==> src/bst_map.svh <==
// bst_map.svh: named constants for the boundary scan test port
// assumes inclusion by bare name from the package and the test port module
`ifndef BST_MAP_SVH
`define BST_MAP_SVH

`define BST_IR_W 4
`define BST_ID_W 32
`define BST_IR_EXTEST 4'h0
`define BST_IR_SAMPLE 4'h1
`define BST_IR_IDCODE 4'h2
`define BST_IR_CLAMP 4'h3
`define BST_IR_HIGHZ 4'h4
`define BST_IR_BYPASS 4'hf
`define BST_IR_CAPTURE 4'h1
`define BST_IR_RESET 4'h2
`define BST_ID_REV_HI 31
`define BST_ID_REV_LO 28
`define BST_ID_PART_HI 27
`define BST_ID_PART_LO 12
`define BST_ID_MFR_HI 11
`define BST_ID_MFR_LO 1
`define BST_ID_MARK 1'b1
`define BST_TEST_CLK_MHZ 10

`endif

==> src/bst_pkg.sv <==
// bst_pkg.sv: types shared by the boundary scan test port modules
// assumes bst_map.svh is on the include path
`include "bst_map.svh"

package bst_pkg;
  typedef enum logic [3:0] {
    BST_RESET, BST_IDLE, BST_SEL_DR, BST_CAP_DR, BST_SH_DR, BST_EX1_DR, BST_PAUSE_DR, BST_EX2_DR,
    BST_UPD_DR, BST_SEL_IR, BST_CAP_IR, BST_SH_IR, BST_EX1_IR, BST_PAUSE_IR, BST_EX2_IR, BST_UPD_IR
  } bst_state_t;
  typedef logic [`BST_IR_W-1:0] bst_instr_t;
endpackage

==> src/bst_test_port.sv <==
// bst_test_port.sv: test access port with instruction, bypass, id and boundary paths
// assumes tck, tms, tdi and trst_n come from pins; clk_sys is much faster than tck
`timescale 1ns/1ns
`default_nettype none
`include "bst_map.svh"

module bst_test_port #(
  parameter int CELLS = 8,
  parameter logic [3:0] REV_CODE = 4'h1,   // arbitrary
  parameter logic [15:0] PART_CODE = 16'h1234, // arbitrary
  parameter logic [10:0] MFR_CODE = 11'h155  // arbitrary
) (
  input wire logic clk_sys,
  input wire logic rst,
  input wire logic tck,
  input wire logic tms,
  input wire logic tdi,
  input wire logic trst_n,
  output logic tdo,
  output logic tdo_oe,
  input wire logic [CELLS-1:0] func_in,
  input wire logic [CELLS-1:0] core_out,
  input wire logic [CELLS-1:0] core_oe,
  output logic [CELLS-1:0] pin_out,
  output logic [CELLS-1:0] pin_oe,
  output var bst_pkg::bst_instr_t instr_q
);
  import bst_pkg::*;

  localparam logic [`BST_ID_W-1:0] ID_WORD = {REV_CODE, PART_CODE, MFR_CODE, `BST_ID_MARK};
  localparam int HALF = CELLS / 2;

  // the capture split needs two equal halves, so odd or tiny counts stop elaboration
  if (CELLS < 2 || (CELLS % 2) != 0) begin : gen_bad_cells
    $error("bst_test_port needs an even cell count of two or more");
  end

  // pin synchronisers: stage one feeds only stage two
  logic [3:0] sync1_r;
  logic [3:0] sync2_r;
  logic tck_prev_r;
  logic trst_hold_r;
  always_ff @(posedge clk_sys or posedge rst) begin
    if (rst) begin
      sync1_r <= 4'h0;
      sync2_r <= 4'h0;
      tck_prev_r <= 1'b0;
    end else begin
      sync1_r <= {trst_n, tdi, tms, tck};
      sync2_r <= sync1_r;
      tck_prev_r <= sync2_r[0];
    end
  end

  logic tck_s;
  logic tms_s;
  logic tdi_s;
  logic trst_s_n;
  logic rise;
  logic fall;
  assign tck_s = sync2_r[0];
  assign tms_s = sync2_r[1];
  assign tdi_s = sync2_r[2];
  assign trst_s_n = sync2_r[3];
  // tck at 10 MHz gives several clk_sys samples per phase
  assign rise = tck_s & ~tck_prev_r;
  assign fall = ~tck_s & tck_prev_r;

  // controller state and shift registers
  bst_state_t state_r;
  bst_state_t state_nxt;
  bst_instr_t ir_sh_r;
  bst_instr_t ir_sh_nxt;
  bst_instr_t ir_r;
  bst_instr_t ir_nxt;
  logic byp_r;
  logic byp_nxt;
  logic [`BST_ID_W-1:0] id_sh_r;
  logic [`BST_ID_W-1:0] id_sh_nxt;
  logic tdo_r;
  logic tdo_nxt;
  logic oe_r;
  logic oe_nxt;
  logic [CELLS-1:0] pout_r;
  logic [CELLS-1:0] pout_nxt;
  logic [CELLS-1:0] poe_r;
  logic [CELLS-1:0] poe_nxt;

  logic sel_bsr;
  logic sel_id;
  logic drive_cells;
  logic cap_en;
  logic sh_en;
  logic upd_en;
  logic chain_so;
  logic [CELLS-1:0] cap_vec;
  logic [CELLS-1:0] cells_q;

  // data register selection; reserved codes fall back to bypass
  always_comb begin
    sel_bsr = (ir_r == `BST_IR_EXTEST) || (ir_r == `BST_IR_SAMPLE);
    sel_id = (ir_r == `BST_IR_IDCODE);
    drive_cells = (ir_r == `BST_IR_EXTEST) || (ir_r == `BST_IR_CLAMP);
  end

  assign cap_en = rise && state_r == BST_CAP_DR && sel_bsr;
  assign sh_en = rise && state_r == BST_SH_DR && sel_bsr;
  assign upd_en = fall && state_r == BST_UPD_DR && sel_bsr;
  // lower half of the cells watch input pins, upper half the core's output values
  assign cap_vec = {core_out[CELLS-1:HALF], func_in[HALF-1:0]};

  bst_cell_chain #(
    .CELLS(CELLS)
  ) u_chain (
    .clk_sys(clk_sys),
    .rst(rst),
    .capture_en(cap_en),
    .shift_en(sh_en),
    .update_en(upd_en),
    .serial_in(tdi_s),
    .parallel_in(cap_vec),
    .serial_out(chain_so),
    .update_q(cells_q)
  );

  // tap next state, register capture/shift on tck rise, update and tdo on tck fall
  always_comb begin
    state_nxt = state_r;
    ir_sh_nxt = ir_sh_r;
    ir_nxt = ir_r;
    byp_nxt = byp_r;
    id_sh_nxt = id_sh_r;
    tdo_nxt = tdo_r;
    oe_nxt = oe_r;
    if (rise) begin
      unique case (state_r)
        BST_RESET: state_nxt = tms_s ? BST_RESET : BST_IDLE;
        BST_IDLE: state_nxt = tms_s ? BST_SEL_DR : BST_IDLE;
        BST_SEL_DR: state_nxt = tms_s ? BST_SEL_IR : BST_CAP_DR;
        BST_CAP_DR: state_nxt = tms_s ? BST_EX1_DR : BST_SH_DR;
        BST_SH_DR: state_nxt = tms_s ? BST_EX1_DR : BST_SH_DR;
        BST_EX1_DR: state_nxt = tms_s ? BST_UPD_DR : BST_PAUSE_DR;
        BST_PAUSE_DR: state_nxt = tms_s ? BST_EX2_DR : BST_PAUSE_DR;
        BST_EX2_DR: state_nxt = tms_s ? BST_UPD_DR : BST_SH_DR;
        BST_UPD_DR: state_nxt = tms_s ? BST_SEL_DR : BST_IDLE;
        BST_SEL_IR: state_nxt = tms_s ? BST_RESET : BST_CAP_IR;
        BST_CAP_IR: state_nxt = tms_s ? BST_EX1_IR : BST_SH_IR;
        BST_SH_IR: state_nxt = tms_s ? BST_EX1_IR : BST_SH_IR;
        BST_EX1_IR: state_nxt = tms_s ? BST_UPD_IR : BST_PAUSE_IR;
        BST_PAUSE_IR: state_nxt = tms_s ? BST_EX2_IR : BST_PAUSE_IR;
        BST_EX2_IR: state_nxt = tms_s ? BST_UPD_IR : BST_SH_IR;
        BST_UPD_IR: state_nxt = tms_s ? BST_SEL_DR : BST_IDLE;
      endcase
      unique case (state_r)
        BST_CAP_IR: ir_sh_nxt = `BST_IR_CAPTURE;
        BST_SH_IR: ir_sh_nxt = {tdi_s, ir_sh_r[`BST_IR_W-1:1]};
        BST_CAP_DR: begin
          byp_nxt = 1'b0;
          id_sh_nxt = ID_WORD;
        end
        BST_SH_DR: begin
          byp_nxt = tdi_s;
          id_sh_nxt = {tdi_s, id_sh_r[`BST_ID_W-1:1]};
        end
        default: begin
        end
      endcase
    end
    if (fall) begin
      if (state_r == BST_UPD_IR) begin
        ir_nxt = ir_sh_r;
      end
      oe_nxt = (state_r == BST_SH_IR) || (state_r == BST_SH_DR);
      if (state_r == BST_SH_IR) begin
        tdo_nxt = ir_sh_r[0];
      end else if (state_r == BST_SH_DR) begin
        tdo_nxt = sel_bsr ? chain_so : (sel_id ? id_sh_r[0] : byp_r);
      end
      if (state_r == BST_RESET) begin
        ir_nxt = `BST_IR_RESET; // id code is the reset instruction
      end
    end
    // test reset wins over the tck updates of state, instruction and tdo enable
    if (!trst_s_n) begin
      state_nxt = BST_RESET;
      ir_nxt = `BST_IR_RESET;
      oe_nxt = 1'b0;
    end
  end

  // pin muxing: boundary cells, float, or core path
  always_comb begin
    if (ir_r == `BST_IR_HIGHZ) begin
      pout_nxt = core_out;
      poe_nxt = '0;
    end else if (drive_cells) begin
      pout_nxt = cells_q;
      poe_nxt = {CELLS{1'b1}};
    end else begin
      pout_nxt = core_out;
      poe_nxt = core_oe;
    end
  end

  always_ff @(posedge clk_sys or posedge rst) begin
    if (rst) begin
      state_r <= BST_RESET;
      ir_sh_r <= `BST_IR_RESET;
      ir_r <= `BST_IR_RESET;
      byp_r <= 1'b0;
      id_sh_r <= '0;
      tdo_r <= 1'b0;
      oe_r <= 1'b0;
      pout_r <= '0;
      poe_r <= '0;
    end else begin
      state_r <= state_nxt;
      ir_sh_r <= ir_sh_nxt;
      ir_r <= ir_nxt;
      byp_r <= byp_nxt;
      id_sh_r <= id_sh_nxt;
      tdo_r <= tdo_nxt;
      oe_r <= oe_nxt;
      pout_r <= pout_nxt;
      poe_r <= poe_nxt;
    end
  end

  assign tdo = tdo_r;
  assign tdo_oe = oe_r;
  assign pin_out = pout_r;
  assign pin_oe = poe_r;
  assign instr_q = ir_r;
endmodule

`default_nettype wire

==> src/bst_cell_chain.sv <==
// bst_cell_chain.sv: boundary cell chain with capture, shift and update stages
// assumes single-cycle enables from the port controller on the same clock
`timescale 1ns/1ns
`default_nettype none

module bst_cell_chain #(
  parameter int CELLS = 8
) (
  input wire logic clk_sys,
  input wire logic rst,
  input wire logic capture_en,
  input wire logic shift_en,
  input wire logic update_en,
  input wire logic serial_in,
  input wire logic [CELLS-1:0] parallel_in,
  output logic serial_out,
  output logic [CELLS-1:0] update_q
);
  import bst_pkg::*;

  logic [CELLS-1:0] shift_r;
  logic [CELLS-1:0] shift_nxt;
  logic [CELLS-1:0] upd_r;
  logic [CELLS-1:0] upd_nxt;

  // refuse an empty chain while elaborating, before any logic is built
  if (CELLS < 1) begin : gen_bad_cells
    $error("bst_cell_chain needs at least one cell");
  end

  // one stage per cell; cell 0 sits next to the serial output
  genvar g;
  generate
    for (g = 0; g < CELLS; g++) begin : gen_cell
      logic from_up;
      if (g == CELLS - 1) begin : gen_top
        assign from_up = serial_in; // preload enters here
      end else begin : gen_mid
        assign from_up = shift_r[g+1];
      end
      always_comb begin
        shift_nxt[g] = shift_r[g];
        if (capture_en) begin
          shift_nxt[g] = parallel_in[g]; // sample pins
        end else if (shift_en) begin
          shift_nxt[g] = from_up;
        end
        upd_nxt[g] = update_en ? shift_r[g] : upd_r[g];
      end
    end
  endgenerate

  // update stage only changes on update so outputs never ripple during shift
  always_ff @(posedge clk_sys or posedge rst) begin
    if (rst) begin
      shift_r <= '0;
      upd_r <= '0;
    end else begin
      shift_r <= shift_nxt;
      upd_r <= upd_nxt;
    end
  end

  assign serial_out = shift_r[0];
  assign update_q = upd_r;
endmodule

`default_nettype wire

==> config.mk <==
export PLATFORM = sky130hd
export DESIGN_NAME = bst_test_port
export DESIGN_NICKNAME = d
export VERILOG_FILES = /design/src/bst_pkg.sv /design/src/bst_test_port.sv /design/src/bst_cell_chain.sv
export VERILOG_INCLUDE_DIRS = /design/src
export SDC_FILE = /design/constraint.sdc
export NUM_CORES = 1
export LEC_CHECK = 0
export BUFFER_PORTS_ARGS = -buffer_cell sky130_fd_sc_hd__buf_4
export CORE_UTILIZATION = 60
export DETAILED_ROUTE_END_ITERATION = 8
export GPL_ROUTABILITY_DRIVEN = 0
export HOLD_SLACK_MARGIN = 0.1
export PLACE_DENSITY = 0.89
export SYNTH_ARGS = -nofsm -noshare
export SYNTH_HDL_FRONTEND = slang
export SYNTH_SLANG_ARGS = --single-unit
==> constraint.sdc <==
create_clock -name clk_sys -period 5.8 [get_ports clk_sys]
set_input_delay 0.87 -clock clk_sys [delete_from_list [all_inputs] [get_ports clk_sys]]
set_output_delay 0.87 -clock clk_sys [all_outputs]
set_load 0.01 [all_outputs]
After elaboration in Yosys (flattened, before gate mapping)

Cells that the tools add are included.

Equal/unequal tests: 22
Bitwise gates (word level): 4
Reductions and logical operators: 22
Multiplexer cells: 48

Operators with widths:

| kind                                                   | count |
|---|---|
| one-hot mux 32 bit (2 select lines)                    | 1 |
| one-hot mux 4 bit (12 select lines)                    | 1 |
| two-way mux 4 bit                                      | 10 |
| == test 4 bit (second input constant)                  | 8 |
| two-way mux 8 bit                                      | 4 |
| two-way mux 1 bit                                      | 25 |
| == test 4 x 3 -> 1 bit (second input constant)         | 5 |
| == test 4 x 2 -> 1 bit (second input constant)         | 4 |
| == test 4 x 1 -> 1 bit (second input constant)         | 2 |
| zero test 4 bit                                        | 2 |
| one-hot mux 4 bit (2 select lines)                     | 1 |
| AND reduction 2 bit                                    | 4 |
| nonzero test 2 bit                                     | 4 |
| logical AND 1 bit                                      | 6 |
| two-way mux 2 bit                                      | 3 |
| two-way mux 3 bit                                      | 2 |
| inequality test 2 x 1 -> 1 bit (second input constant) | 2 |
| OR reduction 2 bit                                     | 2 |
| logical OR 1 bit                                       | 3 |
| inequality test 3 x 1 -> 1 bit (second input constant) | 1 |
| OR reduction 3 bit                                     | 1 |
| bitwise AND 1 bit                                      | 2 |
| inverter 1 bit                                         | 2 |
| one-hot mux 1 bit (2 select lines)                     | 1 |

Output and inout port bits: 22
Logic and storage cells: 110
Input bits: 30
Register bits after elaboration: 88

Longest topological paths before layout

Depth after elaboration: 6
Depth in mapped cells: 6
Mapped depth without buffers: 4

By module

A second synthesis with hierarchy kept.

Cells, all modules: 289
Area, all modules: 3599.7 µm²

By module, submodules not included:

| module         | area each (µm²) | seq. area each (µm²) | cells an instance | times used |
|---|---|---|---|---|
| bst_test_port  | 2891.5          | 1779.2               | 237               | 1 |
| bst_cell_chain | 708.2           | 400.4                | 52                | 1 |

Worst setup path before layout

No wires, ideal clock.

Path kind: register to register
Start point: reg ir_r[1] (netlist: instr_q[1])
End point: reg pout_r[5] (netlist: pin_out[5])
Cell stages (with the launch flop): 6
Setup time: 0.125 ns
Period minus slack after synthesis: 1.709 ns
Arrival: 1.584 ns
Path buffers: 2
Data required time: 5.675 ns
Setup slack: 4.091 ns
Path through: dfstp_2 -> buf_4 -> xor2_1 -> nor3_4 -> buf_4 -> mux2_2

Longest elaborated chain between the ends: 4
Elaborated cells between the ends (all ways): 6
Classes of those cells: eq/ne (2); mux (2); reduce/logical (2)

Ends and longest elaborated chain:

| what                                                                              | RTL line             | source |
|---|---|---|
| start, declared                                                                   | bst_test_port.sv:74  | `bst_instr_t ir_r;` |
| start signal, assigned                                                            | bst_test_port.sv:209 | `` ir_r <= `BST_IR_RESET; `` |
| start signal, assigned                                                            | bst_test_port.sv:219 | `ir_r <= ir_nxt;` |
| == test 4 x 2 -> 1 bit (no source line) / zero test 4 bit (equally long branches) | --                   |  |
| logical OR 1 bit                                                                  | bst_test_port.sv:103 | `` drive_cells = (ir_r == `BST_IR_EXTEST) \|\| (ir_r == `BST_IR_CLAMP); `` |
| two-way mux 8 bit                                                                 | bst_test_port.sv:196 | `end else if (drive_cells) begin` |
| two-way mux 8 bit *                                                               | bst_test_port.sv:193 | `` if (ir_r == `BST_IR_HIGHZ) begin `` |
| net pout_nxt[5]                                                                   | bst_test_port.sv:85  | `logic [CELLS-1:0] pout_nxt;` |
| end signal, assigned                                                              | bst_test_port.sv:224 | `pout_r <= pout_nxt;` |
| end, declared                                                                     | bst_test_port.sv:84  | `logic [CELLS-1:0] pout_r;` |

Mark *: on every way through the listed nets, which the timed path passes. The rest lies on a longest branch.
A chain may end at the register's enable or synchronous reset.

Final worst setup path

Start point: reg sync2_r[0]
End point: reg id_sh_r[7]

Longest elaborated chain between the ends: 2

Ends and longest elaborated chain:

| what                                 | RTL line             | source |
|---|---|---|
| start, declared                      | bst_test_port.sv:40  | `logic [3:0] sync2_r;` |
| start signal, assigned               | bst_test_port.sv:50  | `sync2_r <= sync1_r;` |
| bitwise AND 1 bit                    | bst_test_port.sv:66  | `assign rise = tck_s & ~tck_prev_r;` |
| AND reduction 2 bit (no source line) | --                   |  |
| end signal, assigned                 | bst_test_port.sv:221 | `id_sh_r <= id_sh_nxt;` |
| end, declared                        | bst_test_port.sv:78  | `` logic [`BST_ID_W-1:0] id_sh_r; `` |

Every way passes these cells.

==> results.toml <==
[synth]
yosys_warnings = 0
synthSimpleGateAreaFrac_pct = 8.79
synth-xor-area-share_pct = 0.496
synthFlopType = "dfrtp_1"
yosysMostFrequentCell = "dfrtp_1"
synth-compound-area-share_pct = 20.1
netlist_area_mm2 = 0.00353
yosys.area.top_type = "dfrtp_1"
syn_inst = 276
ys_ff_latch = 87
seq_area_frac_synth_pct = 61.7
ys_types = 47
synthArstFlopShare_pct = 100
synthesis.nets = 306
synth_edf_count = 0
synth_adder_area_share_pct = 0
synth_top_family_by_area = "compound AO/OA/AOI/OAI gates"
postSynthAreaPerCell_um2 = 12.8
ys_top_cells_by_count = "dfrtp_1, a22o_1, mux2_2, o22a_1, nand2_1"
synthDominantCellAreaShare_pct = 60.2
synth_mux_area_share_pct = 5.39
synthTopCellsByArea = "dfrtp_1, a22o_1, mux2_2"

[clock_network]
cts_buffer_depth = 2
ctsResizeCount = 0
cts.clk_slew.worst_paths_ns = 0.09
clkSinkCount = 87
clkLatencyLatePin_ns = 0.36
hold_buffers = 0
cts_tree = "yes"
cts.htree.levels = 3
clock-root-buffer = "clkbuf_8"
postCtsSetupRepairBufs = 0
cts_inserted_buffers = 9

[setup_path]
crit_slowest_cell = "nand2_1"
slowest_delay_ns = 0.66
r2r-start = "sync2_r[0]"
cp-end-kind = "flop"
crit_arrival_ns = 2.87
crit_type = "flop to flop"
cpLargestDelayFamily = "simple AND/OR/NAND/NOR gates"
cp_max_fo = 21
start_kind = "flop"
cpMostUsedCell = "nand2_1"
crit_chain = "nor2b_1 -> nand2_1 -> nand2_1 -> o22a_1"
worst-path-buf-inv = 0
cp.required_ns = 6.09
crit_path_start = "sync2_r[0]"

[detailed_routing]
met1_length_um = 3000
route.met3.wl_um = 436
drt_iter0_drc = 182
wl_met2_um = 3200
first_pass_iters = 4
routed_wl_um = 6760
vias = 2403
drt.antenna.violating_nets = 0
viasPerCell = 6.08
drc = 0
avgRoutedWirePerCell_um = 17.1
top_layer = "met4"

[pwr]
power_density_mw_per_mm2 = 279
p_total_mw = 1.14
p_leak_nw = 1.90
ir_worst_vdd_mv = 0.163

[grt]
track_usage_pct = 23.9
grt_start_max_net_pins = 88
grt_pass1_wl_um = 11200
grt_pass1_vias = 2282
antenna_found_initial = 0
grt-ovfl-total = 0

[run]
max_cap_viol_count = 0

[floorplanning]
die_h_um = 78.7
start_util_pct = 63.3
core_mm2 = 0.00557
dieArea_mm2 = 0.00620
die_w_um = 78.7
rows = 27
ios = 52

[sta]
max_slew.worst_pin.slew_ns = 1.05
clock_skew_ns = 0.00912
max_freq_mhz = 388
min_period_over_period_pct = 44.4
final_max_slew_viol_count = 0
rsz0062_at_grt = "false"
finalHoldViolations = 0
slew_headroom_pct = 30.1
finalSetupTns_ns = 0
period_minus_slack_ns = 2.58
setup_viol = 0

[placed_design]
dp.cells = 379
io_buffers = 47
dp_hpwl_um = 4200

[cells_and_area]
diodes = 0
layout-drive-gt1-share_pct = 28.5
area_growth_syn_to_layout_pct = 16.1
stdcell_count = 395
nets = 348

[worst_hold_path]
worstHoldPathType = "flop to flop"
worstHoldStart = "sync1_r[1]"

[status]
status = "complete, no violations"
[placed cells by master (no fill, tap or decap), types with 3 or more instances in the layout]
master      n
a21oi_1     8
o22a_1     13
mux2_2     14
a31oi_1     3
clkbuf_8    9
dfrtp_1    85
nor2b_1     3
a22oi_1     3
buf_4      49
nand4_1     3
a22o_1     20
inv_1       6
nand2_1    12
o21a_1      9
a2bb2oi_1   8
nor2_1      9
nand2b_1    6
o21ai_0    11
o22ai_1    10
[logic make-up after synthesis]
logic type,Yosys count
AOI/OAI and AO/OA,96
DFF,87
and+or+nand+nor,49
buffers and inverters,25
muxes,17
xor gates and xnor gates,2
[power breakdown]
part	internal (mW)	total (mW)	switching (mW)
Sequential	0.624	0.639	0.0142
Clock	0.205	0.433	0.228
Combinational	0.0352	0.0693	0.0341
[sequential cells by signal, indices dropped and copies added, names as in the netlist]
register and flops:
byp_r 1, u_chain.shift_r 8, instr_q 4, sync2_r 4, state_r 4, tdo 1
sync1_r 4, pin_oe 8, ir_sh_r 4, id_sh_r 31, tdo_oe 1, u_chain.update_q 8
pin_out 8, tck_prev_r 1
[layer usage]
metal | global-route usage, % | vias to the layer above
met2 | 35.2 | 94
li1 | - | 1106
met4 | 12.0 | 0
met3 | 3.91 | 16
met5 | 0 | -
met1 | 34.6 | 1187
[metrics by stage]
stage	hold WS [ns]	util, %	setup slack [ns]	instance area [um2]
2_1_floorplan	0.331	-	2.68	3530
3_3_place_gp	0.331	69.9	3.41	3890
3_5_place_dp	0.337	69.9	3.32	3890
4_1_cts	0.357	73.5	3.24	4100
5_1_grt	0.367	73.5	3.00	4100
6_report	0.347	73.5	3.22	4100
[area by class of cell]
cell class,count,area [um2]
flip-flops and latches,87,2180
fillers,363,1480
multi-input cells,164,1230
repair buffers,49,368
clock buffers,9,124
well taps,72,90.1
clock inverters,7,80.1
inverters,7,27.5
[final timing paths]
path	to	slack, ns	cells after the start
min reg2reg	sync2_r[1]	0.35	0
max in group asynchronous	state_r[2]	4.29	3
min	sync2_r[1]	0.35	0
max	id_sh_r[7]	3.22	4
max reg2reg	id_sh_r[7]	3.22	4
min in group asynchronous	pin_out[1]	0.84	3
Power figures use the tool's default switching activity.
